==> src/cei_pkg.sv <==
// Purpose: shared constants and types for the codec enable and input select registers
// Assumes: 16-bit registers addressed by an 8-bit register index
// Notes: offsets are register indices on the control interface
package cei_pkg;

	// ------------------------------------------------------------
	// register offsets
	// ------------------------------------------------------------
	localparam logic [7:0] power_control_one_off     = 8'h08;
	localparam logic [7:0] power_control_two_off     = 8'h09;
	localparam logic [7:0] power_control_four_off    = 8'h0b;
	localparam logic [7:0] power_control_five_off    = 8'h0c;
	localparam logic [7:0] input_pin_select_off      = 8'h48;
	localparam logic [7:0] left_input_gain_ctrl_off  = 8'h50;
	localparam logic [7:0] right_input_gain_ctrl_off = 8'h51;

	// ------------------------------------------------------------
	// field positions
	// ------------------------------------------------------------
	localparam int master_subsystem_enable_bit  = 12;
	localparam int core_clock_enable_bit        = 14;
	localparam int analog_bias_enable_bit       = 5;
	localparam int right_preamp_enable_bit      = 9;
	localparam int left_preamp_enable_bit       = 8;
	localparam int gain_preamp_enable_bit       = 15;
	localparam int left_pos_pin_connect_bit     = 0;
	localparam int left_neg_pin_connect_bit     = 1;
	localparam int left_second_pin_connect_bit  = 2;
	localparam int right_pos_pin_connect_bit    = 8;
	localparam int right_neg_pin_connect_bit    = 9;
	localparam int right_second_pin_connect_bit = 10;

	// ------------------------------------------------------------
	// reset values
	// ------------------------------------------------------------
	localparam logic reset_master   = 1'h0;
	localparam logic reset_clock    = 1'h0;
	localparam logic reset_bias     = 1'h0;
	localparam logic reset_preamp   = 1'h0;
	localparam logic reset_pos_pin  = 1'h1;
	localparam logic reset_neg_pin  = 1'h1;
	localparam logic reset_sec_pin  = 1'h0;

	// ------------------------------------------------------------
	// types
	// ------------------------------------------------------------
	typedef struct packed {
		logic pos;
		logic neg;
		logic second;
	} cei_pins_t;

	typedef struct packed {
		logic       wr;
		logic       rd;
		logic [7:0] addr;
		logic [15:0] wdata;
	} cei_req_t;

endpackage

==> src/cei_pin_sel.sv <==
// Purpose: one channel's input pin connection selects
// Assumes: clr is synchronous, driven while the codec is held in reset
// Notes: defaults leave the differential pair connected
`timescale 1ns/1ps
module cei_pin_sel (
	// clock and reset
	input  wire logic              clk,
	input  wire logic              rst_b,
	// control
	input  wire logic              clr,
	input  wire logic              we,
	input  wire cei_pkg::cei_pins_t wval,
	// state
	output cei_pkg::cei_pins_t     pins
);

	// ------------------------------------------------------------
	// storage
	// ------------------------------------------------------------
	localparam cei_pkg::cei_pins_t pins_rst = '{
		pos:    cei_pkg::reset_pos_pin,
		neg:    cei_pkg::reset_neg_pin,
		second: cei_pkg::reset_sec_pin
	};

	always_ff @(posedge clk or negedge rst_b) begin
		if (!rst_b)
			pins <= pins_rst;
		else if (clr)
			pins <= pins_rst;
		else if (we)
			pins <= wval;
	end

endmodule

==> src/cei_preamp_en.sv <==
// Purpose: single storage bit for one input preamp enable
// Assumes: two aliased write strobes never carry different data in one cycle
// Notes: either alias location writes the same bit
`timescale 1ns/1ps
module cei_preamp_en (
	// clock and reset
	input  wire logic clk,
	input  wire logic rst_b,
	// control
	input  wire logic clr,
	input  wire logic we_a,
	input  wire logic wd_a,
	input  wire logic we_b,
	input  wire logic wd_b,
	// state
	output logic      en
);

	// ------------------------------------------------------------
	// storage
	// ------------------------------------------------------------
	// one flop, so the two aliases can never disagree
	always_ff @(posedge clk or negedge rst_b) begin
		if (!rst_b)
			en <= cei_pkg::reset_preamp;
		else if (clr)
			en <= cei_pkg::reset_preamp;
		else if (we_a)
			en <= wd_a;
		else if (we_b)
			en <= wd_b;
	end

endmodule

==> src/cei_regs.sv <==
// Purpose: codec master enable, clock and bias enables, preamp enables, input pin selects
// Assumes: one register access per cycle on the control port; read data is registered
// Notes: unmapped reads return zero, unmapped writes are ignored
// Functional notes
// RULE1: master enable clear holds every codec register in reset
// RULE2: software sets master, clock and bias enables before using the codec
// RULE3: bias enable is bit 5 of power control one, reset 0
// RULE4: each sub-function stays off until its own enable bit is set
// RULE5: software follows the pop-safe power-up order with its waits
// RULE6: software follows the pop-safe power-down order with its waits
// RULE7: power control two bits 9 and 8 enable right and left preamps
// RULE8: each preamp enable also appears at bit 15 of its gain register
// RULE9: left pin selects at bits 0..2, defaults 1, 1, 0
// RULE10: right pin selects at bits 8..10, defaults 1, 1, 0
// RULE11: clearing master enable returns codec fields to defaults, master keeps value
`timescale 1ns/1ps
module cei_regs (
	// clock and reset
	input  wire logic              clk,
	input  wire logic              rst_b,
	// control interface
	input  wire cei_pkg::cei_req_t req,
	output logic [15:0]            rdata,
	output logic                   rvalid,
	// codec controls
	output logic                   master_subsystem_enable,
	output logic                   core_clock_enable,
	output logic                   analog_bias_enable,
	output logic                   left_preamp_enable,
	output logic                   right_preamp_enable,
	output cei_pkg::cei_pins_t     left_pins,
	output cei_pkg::cei_pins_t     right_pins
);

	// ------------------------------------------------------------
	// decode
	// ------------------------------------------------------------
	function automatic logic hit(input logic [7:0] a, input logic [7:0] off);
		return a == off;
	endfunction

	wire logic sel_one   = hit(req.addr, cei_pkg::power_control_one_off);
	wire logic sel_two   = hit(req.addr, cei_pkg::power_control_two_off);
	wire logic sel_four  = hit(req.addr, cei_pkg::power_control_four_off);
	wire logic sel_five  = hit(req.addr, cei_pkg::power_control_five_off);
	wire logic sel_pins  = hit(req.addr, cei_pkg::input_pin_select_off);
	wire logic sel_lgain = hit(req.addr, cei_pkg::left_input_gain_ctrl_off);
	wire logic sel_rgain = hit(req.addr, cei_pkg::right_input_gain_ctrl_off);

	// codec reset while master is clear; the master bit itself is outside it
	// a clearing write resets at the same edge, so no cycle shows a stale field
	wire logic master_wr_clear = req.wr && sel_five
		&& !req.wdata[cei_pkg::master_subsystem_enable_bit];
	wire logic codec_clr = !master_subsystem_enable || master_wr_clear; // RULE1 RULE4 RULE11

	// ------------------------------------------------------------
	// master enable (not codec domain)
	// ------------------------------------------------------------
	always_ff @(posedge clk or negedge rst_b) begin
		if (!rst_b)
			master_subsystem_enable <= cei_pkg::reset_master;
		else if (req.wr && sel_five)
			master_subsystem_enable <= req.wdata[cei_pkg::master_subsystem_enable_bit];
	end

	// ------------------------------------------------------------
	// clock and bias enables
	// ------------------------------------------------------------
	// writes while held in reset are dropped, as the register is in reset
	always_ff @(posedge clk or negedge rst_b) begin
		if (!rst_b) begin
			core_clock_enable  <= cei_pkg::reset_clock;
			analog_bias_enable <= cei_pkg::reset_bias;
		end else if (codec_clr) begin // RULE1
			core_clock_enable  <= cei_pkg::reset_clock;
			analog_bias_enable <= cei_pkg::reset_bias;
		end else begin
			if (req.wr && sel_four)
				core_clock_enable <= req.wdata[cei_pkg::core_clock_enable_bit];
			if (req.wr && sel_one)
				analog_bias_enable <= req.wdata[cei_pkg::analog_bias_enable_bit]; // RULE3
		end
	end

	// ------------------------------------------------------------
	// preamp enables, aliased
	// ------------------------------------------------------------
	cei_preamp_en u_left_en (
		.clk   (clk),
		.rst_b (rst_b),
		.clr   (codec_clr),
		.we_a  (req.wr && sel_two),
		.wd_a  (req.wdata[cei_pkg::left_preamp_enable_bit]), // RULE7
		.we_b  (req.wr && sel_lgain),
		.wd_b  (req.wdata[cei_pkg::gain_preamp_enable_bit]), // RULE8
		.en    (left_preamp_enable)
	);

	cei_preamp_en u_right_en (
		.clk   (clk),
		.rst_b (rst_b),
		.clr   (codec_clr),
		.we_a  (req.wr && sel_two),
		.wd_a  (req.wdata[cei_pkg::right_preamp_enable_bit]), // RULE7
		.we_b  (req.wr && sel_rgain),
		.wd_b  (req.wdata[cei_pkg::gain_preamp_enable_bit]), // RULE8
		.en    (right_preamp_enable)
	);

	// ------------------------------------------------------------
	// input pin selects
	// ------------------------------------------------------------
	wire cei_pkg::cei_pins_t left_w = '{
		pos:    req.wdata[cei_pkg::left_pos_pin_connect_bit],
		neg:    req.wdata[cei_pkg::left_neg_pin_connect_bit],
		second: req.wdata[cei_pkg::left_second_pin_connect_bit]
	}; // RULE9
	wire cei_pkg::cei_pins_t right_w = '{
		pos:    req.wdata[cei_pkg::right_pos_pin_connect_bit],
		neg:    req.wdata[cei_pkg::right_neg_pin_connect_bit],
		second: req.wdata[cei_pkg::right_second_pin_connect_bit]
	}; // RULE10

	cei_pin_sel u_left_pins (
		.clk   (clk),
		.rst_b (rst_b),
		.clr   (codec_clr),
		.we    (req.wr && sel_pins),
		.wval  (left_w),
		.pins  (left_pins)
	);

	cei_pin_sel u_right_pins (
		.clk   (clk),
		.rst_b (rst_b),
		.clr   (codec_clr),
		.we    (req.wr && sel_pins),
		.wval  (right_w),
		.pins  (right_pins)
	);

	// ------------------------------------------------------------
	// read mux
	// ------------------------------------------------------------
	logic [15:0] next_rdata;

	always_comb begin
		next_rdata = 16'h0000;
		if (sel_one)
			next_rdata[cei_pkg::analog_bias_enable_bit] = analog_bias_enable;
		if (sel_two) begin
			next_rdata[cei_pkg::left_preamp_enable_bit]  = left_preamp_enable;
			next_rdata[cei_pkg::right_preamp_enable_bit] = right_preamp_enable;
		end
		if (sel_four)
			next_rdata[cei_pkg::core_clock_enable_bit] = core_clock_enable;
		if (sel_five)
			next_rdata[cei_pkg::master_subsystem_enable_bit] = master_subsystem_enable;
		if (sel_pins) begin
			next_rdata[cei_pkg::left_pos_pin_connect_bit]     = left_pins.pos;
			next_rdata[cei_pkg::left_neg_pin_connect_bit]     = left_pins.neg;
			next_rdata[cei_pkg::left_second_pin_connect_bit]  = left_pins.second;
			next_rdata[cei_pkg::right_pos_pin_connect_bit]    = right_pins.pos;
			next_rdata[cei_pkg::right_neg_pin_connect_bit]    = right_pins.neg;
			next_rdata[cei_pkg::right_second_pin_connect_bit] = right_pins.second;
		end
		if (sel_lgain)
			next_rdata[cei_pkg::gain_preamp_enable_bit] = left_preamp_enable; // RULE8
		if (sel_rgain)
			next_rdata[cei_pkg::gain_preamp_enable_bit] = right_preamp_enable; // RULE8
	end

	always_ff @(posedge clk or negedge rst_b) begin
		if (!rst_b) begin
			rdata  <= 16'h0000;
			rvalid <= 1'h0;
		end else begin
			rdata  <= req.rd ? next_rdata : 16'h0000;
			rvalid <= req.rd;
		end
	end
endmodule

==> config.mk <==
export PLATFORM = sky130hd
export DESIGN_NAME = cei_regs
export DESIGN_NICKNAME = d
export VERILOG_FILES = /design/src/cei_pkg.sv /design/src/cei_pin_sel.sv /design/src/cei_preamp_en.sv /design/src/cei_regs.sv
export SDC_FILE = /design/constraint.sdc
export NUM_CORES = 1
export LEC_CHECK = 0
export BUFFER_PORTS_ARGS = -buffer_cell sky130_fd_sc_hd__buf_2
export CAP_MARGIN = 20
export CORE_MARGIN = 4
export CORE_UTILIZATION = 30
export CTS_CLUSTER_DIAMETER = 100
export CTS_CLUSTER_SIZE = 40
export DETAILED_ROUTE_END_ITERATION = 8
export GPL_ROUTABILITY_DRIVEN = 0
export PLACE_DENSITY = 0.57
export SLEW_MARGIN = 0
export SYNTH_ARGS = -nofsm -noshare
export SYNTH_HDL_FRONTEND = slang
export SYNTH_HIERARCHICAL = 1
export SYNTH_SLANG_ARGS = --single-unit
==> constraint.sdc <==
create_clock -name clk -period 0.9 [get_ports clk]
set_input_delay 0.135 -clock clk [delete_from_list [all_inputs] [get_ports clk]]
set_output_delay 0.135 -clock clk [all_outputs]
set_load 0.02 [all_outputs]
# After elaboration in Yosys (flattened, before gate mapping)
# Cells that the tools add are included.
# word_totals
register_bits,28
inputBits,28
out_inout_bits,28
elab_cells,59
# op_classes
eq_ne,7
muxes,23
n_reduce_logical,16
# op_table
cell,n
$eq A8 B4 Y1 const B,4
$eq A8 B7 Y1 const B,3
$mux W3,6
$mux W16,1
$mux W1,15
$logic_and A1 B1 Y1,8
$reduce_bool A2 Y1,3
$reduce_bool A3 Y1,2
$logic_not A1 Y1,2
$mux W2,1
$logic_or A1 B1 Y1,1

# Longest topological paths before layout
# logic_depth
word_depth,5
ltp_mapped,6
ltp_nobuf,5

# Hierarchy
# The synthesis kept the hierarchy.
# by_module_without_submodules
mod,instances,cells_per_inst,area_each_um2,seq_area_each_um2
cei_regs,1,67,723.2,350.3
cei_pin_sel,2,9,121.4,77.6
cei_preamp_en,2,5,57.6,25.0

# Worst setup path after synthesis
# OpenSTA, ideal clock, no wires.
# synth_path
kind,input-to-reg
startpoint,in req[16] (netlist name)
endpoint,reg u_left_pins/pins[0] (netlist name)
setup_ps,173
t_arrival_ps,1930
required_time_ps,727
slack_ps,-1204
stages,5
path_buffers,1
path_cell_list,buf_6 -> or3b_2 -> nor4_1 -> mux2i_1 -> nor2_1
# synth_between
elab_chain_cells,5
elab_cells_between_ends,8
cone_classes,eq/ne (2); mux (1); reduce/logical (5)
# synth_lines
element,line_no,rtl
"start, declared",cei_regs.sv:22,"input wire cei_pkg::cei_req_t req,"
$eq A8 B4 Y1,cei_regs.sv:39,return a == off;
$logic_and A1 B1 Y1,cei_regs.sv:52,wire logic master_wr_clear = req.wr && sel_five
$logic_and A1 B1 Y1,cei_regs.sv:53,&& !req.wdata[cei_pkg::master_subsystem_enable_bit];
$logic_or A1 B1 Y1,cei_regs.sv:54,wire logic codec_clr = !master_subsystem_enable || master_wr_clear;
$mux W3 / $reduce_bool A2 Y1 (equally long branches),-,
"end signal, assigned",cei_pin_sel.sv:28,pins <= pins_rst;
"end signal, assigned",cei_pin_sel.sv:30,pins <= pins_rst;
"end signal, assigned",cei_pin_sel.sv:32,pins <= wval;
"end, declared",cei_pin_sel.sv:14,output cei_pkg::cei_pins_t pins
# Several ways; a longest one is shown, not always the timed one.
# A chain may end at the register's enable or synchronous reset.

# Worst setup path in the final report
# layout_path
startpoint,in req[21] (netlist name)
endpoint,reg u_left_pins/pins[2] (netlist name)
# layout_between
elab_chain_cells,5
elab_cells_between_ends,8
cone_classes,eq/ne (2); mux (1); reduce/logical (5)
# layout_lines
element,line_no
$eq A8 B4 Y1 (*),cei_regs.sv:39
$logic_and A1 B1 Y1 (*),cei_regs.sv:52
$logic_and A1 B1 Y1 (*),cei_regs.sv:53
$logic_or A1 B1 Y1 (*),cei_regs.sv:54
via codec_clr,cei_regs.sv:54
$mux W3 / $reduce_bool A2 Y1 (equally long branches),-
# Mark *: on every way through the listed nets, which the timed path passes. The rest lies on a longest branch.

==> flow_summary.ini <==
[synthesis]
syn-instance-count = 95
ys.warnings.count = 6
synthTopCellsByCount = 18 x dfrtp_1, 7 x nor2b_1, 6 x buf_4
avgSynthCellArea_um2 = 11.4
synthArstFlopShare_pct = 100
synth.area.top_cells = dfrtp_1 42%, dfstp_2 9.7%, mux2i_1 4.6%, buf_4 4.2%, nor2b_1 4.1%
syn_area_mm2 = 0.00108
ys_seq_elements = 22
synth_top_area_cell = dfrtp_1
yosysMostFrequentCell = dfrtp_1
synth_top_area_share_pct = 41.7
synth_edf_count = 0
synth_cell_types = 34
synth_seq_area_share_pct = 51.4
synth_flop_cell = dfrtp_1

[timing]
max_freq_ghz = 0.834
hold_viol = 0
drv_slew = 0
setup_slack_ns = -0.299
fin_crit_ns = 1.20
fin_skew_ns = 0.00421
setup_viol = 42
rsz0062_at_grt = true
finalCritPeriodShare_pct = 133

[floorplanning]
die_h_um = 68.0
coreArea_mm2 = 0.00342
design.die.area_mm2 = 0.00463
die_w_um = 68.0
io_pins = 56
rows = 21
start_util_pct = 31.6

[detailed_routing]
drtIter0Drc = 20
num_vias = 1049
drc = 0
wire_per_inst_um = 14.3
viasPerCell = 4.60
ant_nets = 0
wl_mm = 3.25
first_pass_iters = 5

[power]
powerDensity_mw_per_mm2 = 1070
p_leak_nw = 0.922
vdd.ir_drop.worst_mv = 0.492

[global_route]
grt_max_degree = 23
grt_use_total_pct = 14.6
grt_antenna_before_repair = 0
gr-total-overflow = 0
grt_pass1_vias = 1142
grt_pass1_wl_mm = 5.00

[status]
status = finished with violations
violations = setup timing

[clocking]
clkSlewWorstSetupHoldPaths_ns = 0.13
cts-htree-levels = 1
cts_buffer_depth = 2
numCtsBuffers = 3
cts_root_buf = clkbuf_4
cts_tree = done
clock-sinks = 22
insertion_delay_ns = 0.32

[job]
maxCapViolCount = 0

[setup_path]
worstSetupStartpointType = input pin
worstSetupPathType = in2reg
crit_required_ns = 1.17
worstPathMaxFanout = 6
arrival_ns = 1.47
cp-end-kind = flip-flop

[final_layout]
diodes = 0
final_util_pct = 57.6
areaGrowthSynthToFinish_pct = 81.9
drive_gt1_share_pct = 59.9
num-nets-final = 211

[placement]
port_buffers = 43
dp_hpwl_mm = 2.34
pre_cts_ws_ns = -0.672

[hold_path]
hold_path.class = in2reg
[worst max-delay path: stages]
cell and delay (ns):
buf_6 0.09, or4b_4 0.53, buf_6 0.14, o41ai_4 0.24
buf_4 0.21, a211o_1 0.12
[cell families (layout without fill, tap and decap cells)]
| family | count (synthesis) | count (layout) | share of synthesized area, % |
|---|---|---|---|
| AND/OR/NAND/NOR | 40 | 40 | 24.3 |
| flip-flops | 22 | 22 | 51.4 |
| AO/OA/AOI/OAI | 13 | 13 | 10.6 |
| buffers and inverters | 13 | 95 | 7.29 |
| multiplexers | 6 | 6 | 6.02 |
| other | 1 | 6 | 0.347 |
[report_power, final]
| group | switching (W) | internal (W) | total [W] |
|---|---|---|---|
| logic | 0.000165 | 0.000161 | 0.000325 |
| clock network | 0.000331 | 0.000450 | 0.000781 |
| registers | 0.00000272 | 0.000994 | 0.000997 |
| total | 0.000498 | 0.00161 | 0.00210 |
[layout make-up]
class                      count  area [um^2]
clock buffer                   3         22.5
sequential                    22          556
timing repair buffer          86          726
fill                         282         1450
clock inverter                 1         30.0
tap                           46         57.6
multi-input combinational     65          557
inverter                       5         18.8
[cells in the final DEF (no fill, tap or decap), drive strengths merged, types with 2 or more instances in the layout]
master,instances
clkbuf,3
and3,2
a21oi,2
and2,4
dfstp,4
a211oi,2
buf,85
mux2i,5
nand2b,2
nor2,5
conb,6
or3,2
or3b,2
a32o,2
dfrtp,18
nor4,4
nor3,2
nor2b,7
nand2,2
o41ai,2
a211o,4
inv,5
[per-layer routing]
| metal | wire length, um | GRT usage (%) | vias to the layer above |
|---|---|---|---|
| li1 | - | - | 511 |
| met1 | 1270 | 16.7 | 501 |
| met2 | 1730 | 25.9 | 31 |
| met3 | 180 | 3.12 | 6 |
| met4 | 66 | 6.45 | 0 |
| met5 | 0 | 0 | - |
[worst paths after layout]
| check | startpoint | to | slack, ns | depth (start not counted) |
|---|---|---|---|---|
| hold reg to reg | u_left_pins/pins[0]$_DFFE_PN0P_ | rdata[2]$_DFF_PN0_ | 0.63 | 2 |
| min in group asynchronous | rst_b | rdata[14]$_DFF_PN0_ | 0.31 | 2 |
| setup / recovery | req[21] | u_left_pins/pins[2]$_DFFE_PN1P_ | -0.30 | 6 |
| hold / removal | req[1] | u_left_pins/pins[1]$_DFFE_PN1P_ | 0.03 | 2 |
| setup reg to reg | u_right_pins/pins[2]$_DFFE_PN1P_ | u_right_pins/pins[2]$_DFFE_PN1P_ | -0.20 | 4 |
| max in group asynchronous | rst_b | u_left_pins/pins[2]$_DFFE_PN1P_ | 0.24 | 2 |
[metrics by stage]
step                      power (W)  hold WS, ns  instances  TNS (ns)  cell area [um^2]
final                       0.00210       0.0282        228     -6.34              1970
after global routing        0.00218       0.0287        228     -7.94              1970
after CTS                   0.00212       0.0188        227     -6.51              1950
after detailed placement    0.00127        0.139        205    -12.58              1530
after global placement      0.00126        0.116        205    -11.85              1530
after floorplan             0.00113       -0.161        100     -8.73              1150
[state kept, by name, summed over array words and instances (netlist names)]
signal,cells
analog_bias_enable,1
core_clock_enable,1
master_subsystem_enable,1
rdata,10
rvalid,1
u_left_en/en,1
u_left_pins/pins,3
u_right_en/en,1
u_right_pins/pins,3
[what timing repair did]
action / CTS / global route
hold endpoints to repair: 18 / 0
endpoints found under the setup margin: 42 / 43
gates resized for setup: 62 / 2
hold buffers: 1 / 0
pin swaps: 9 / 4
setup buffers: 17 / 1
(Power assumes the default switching activity.)
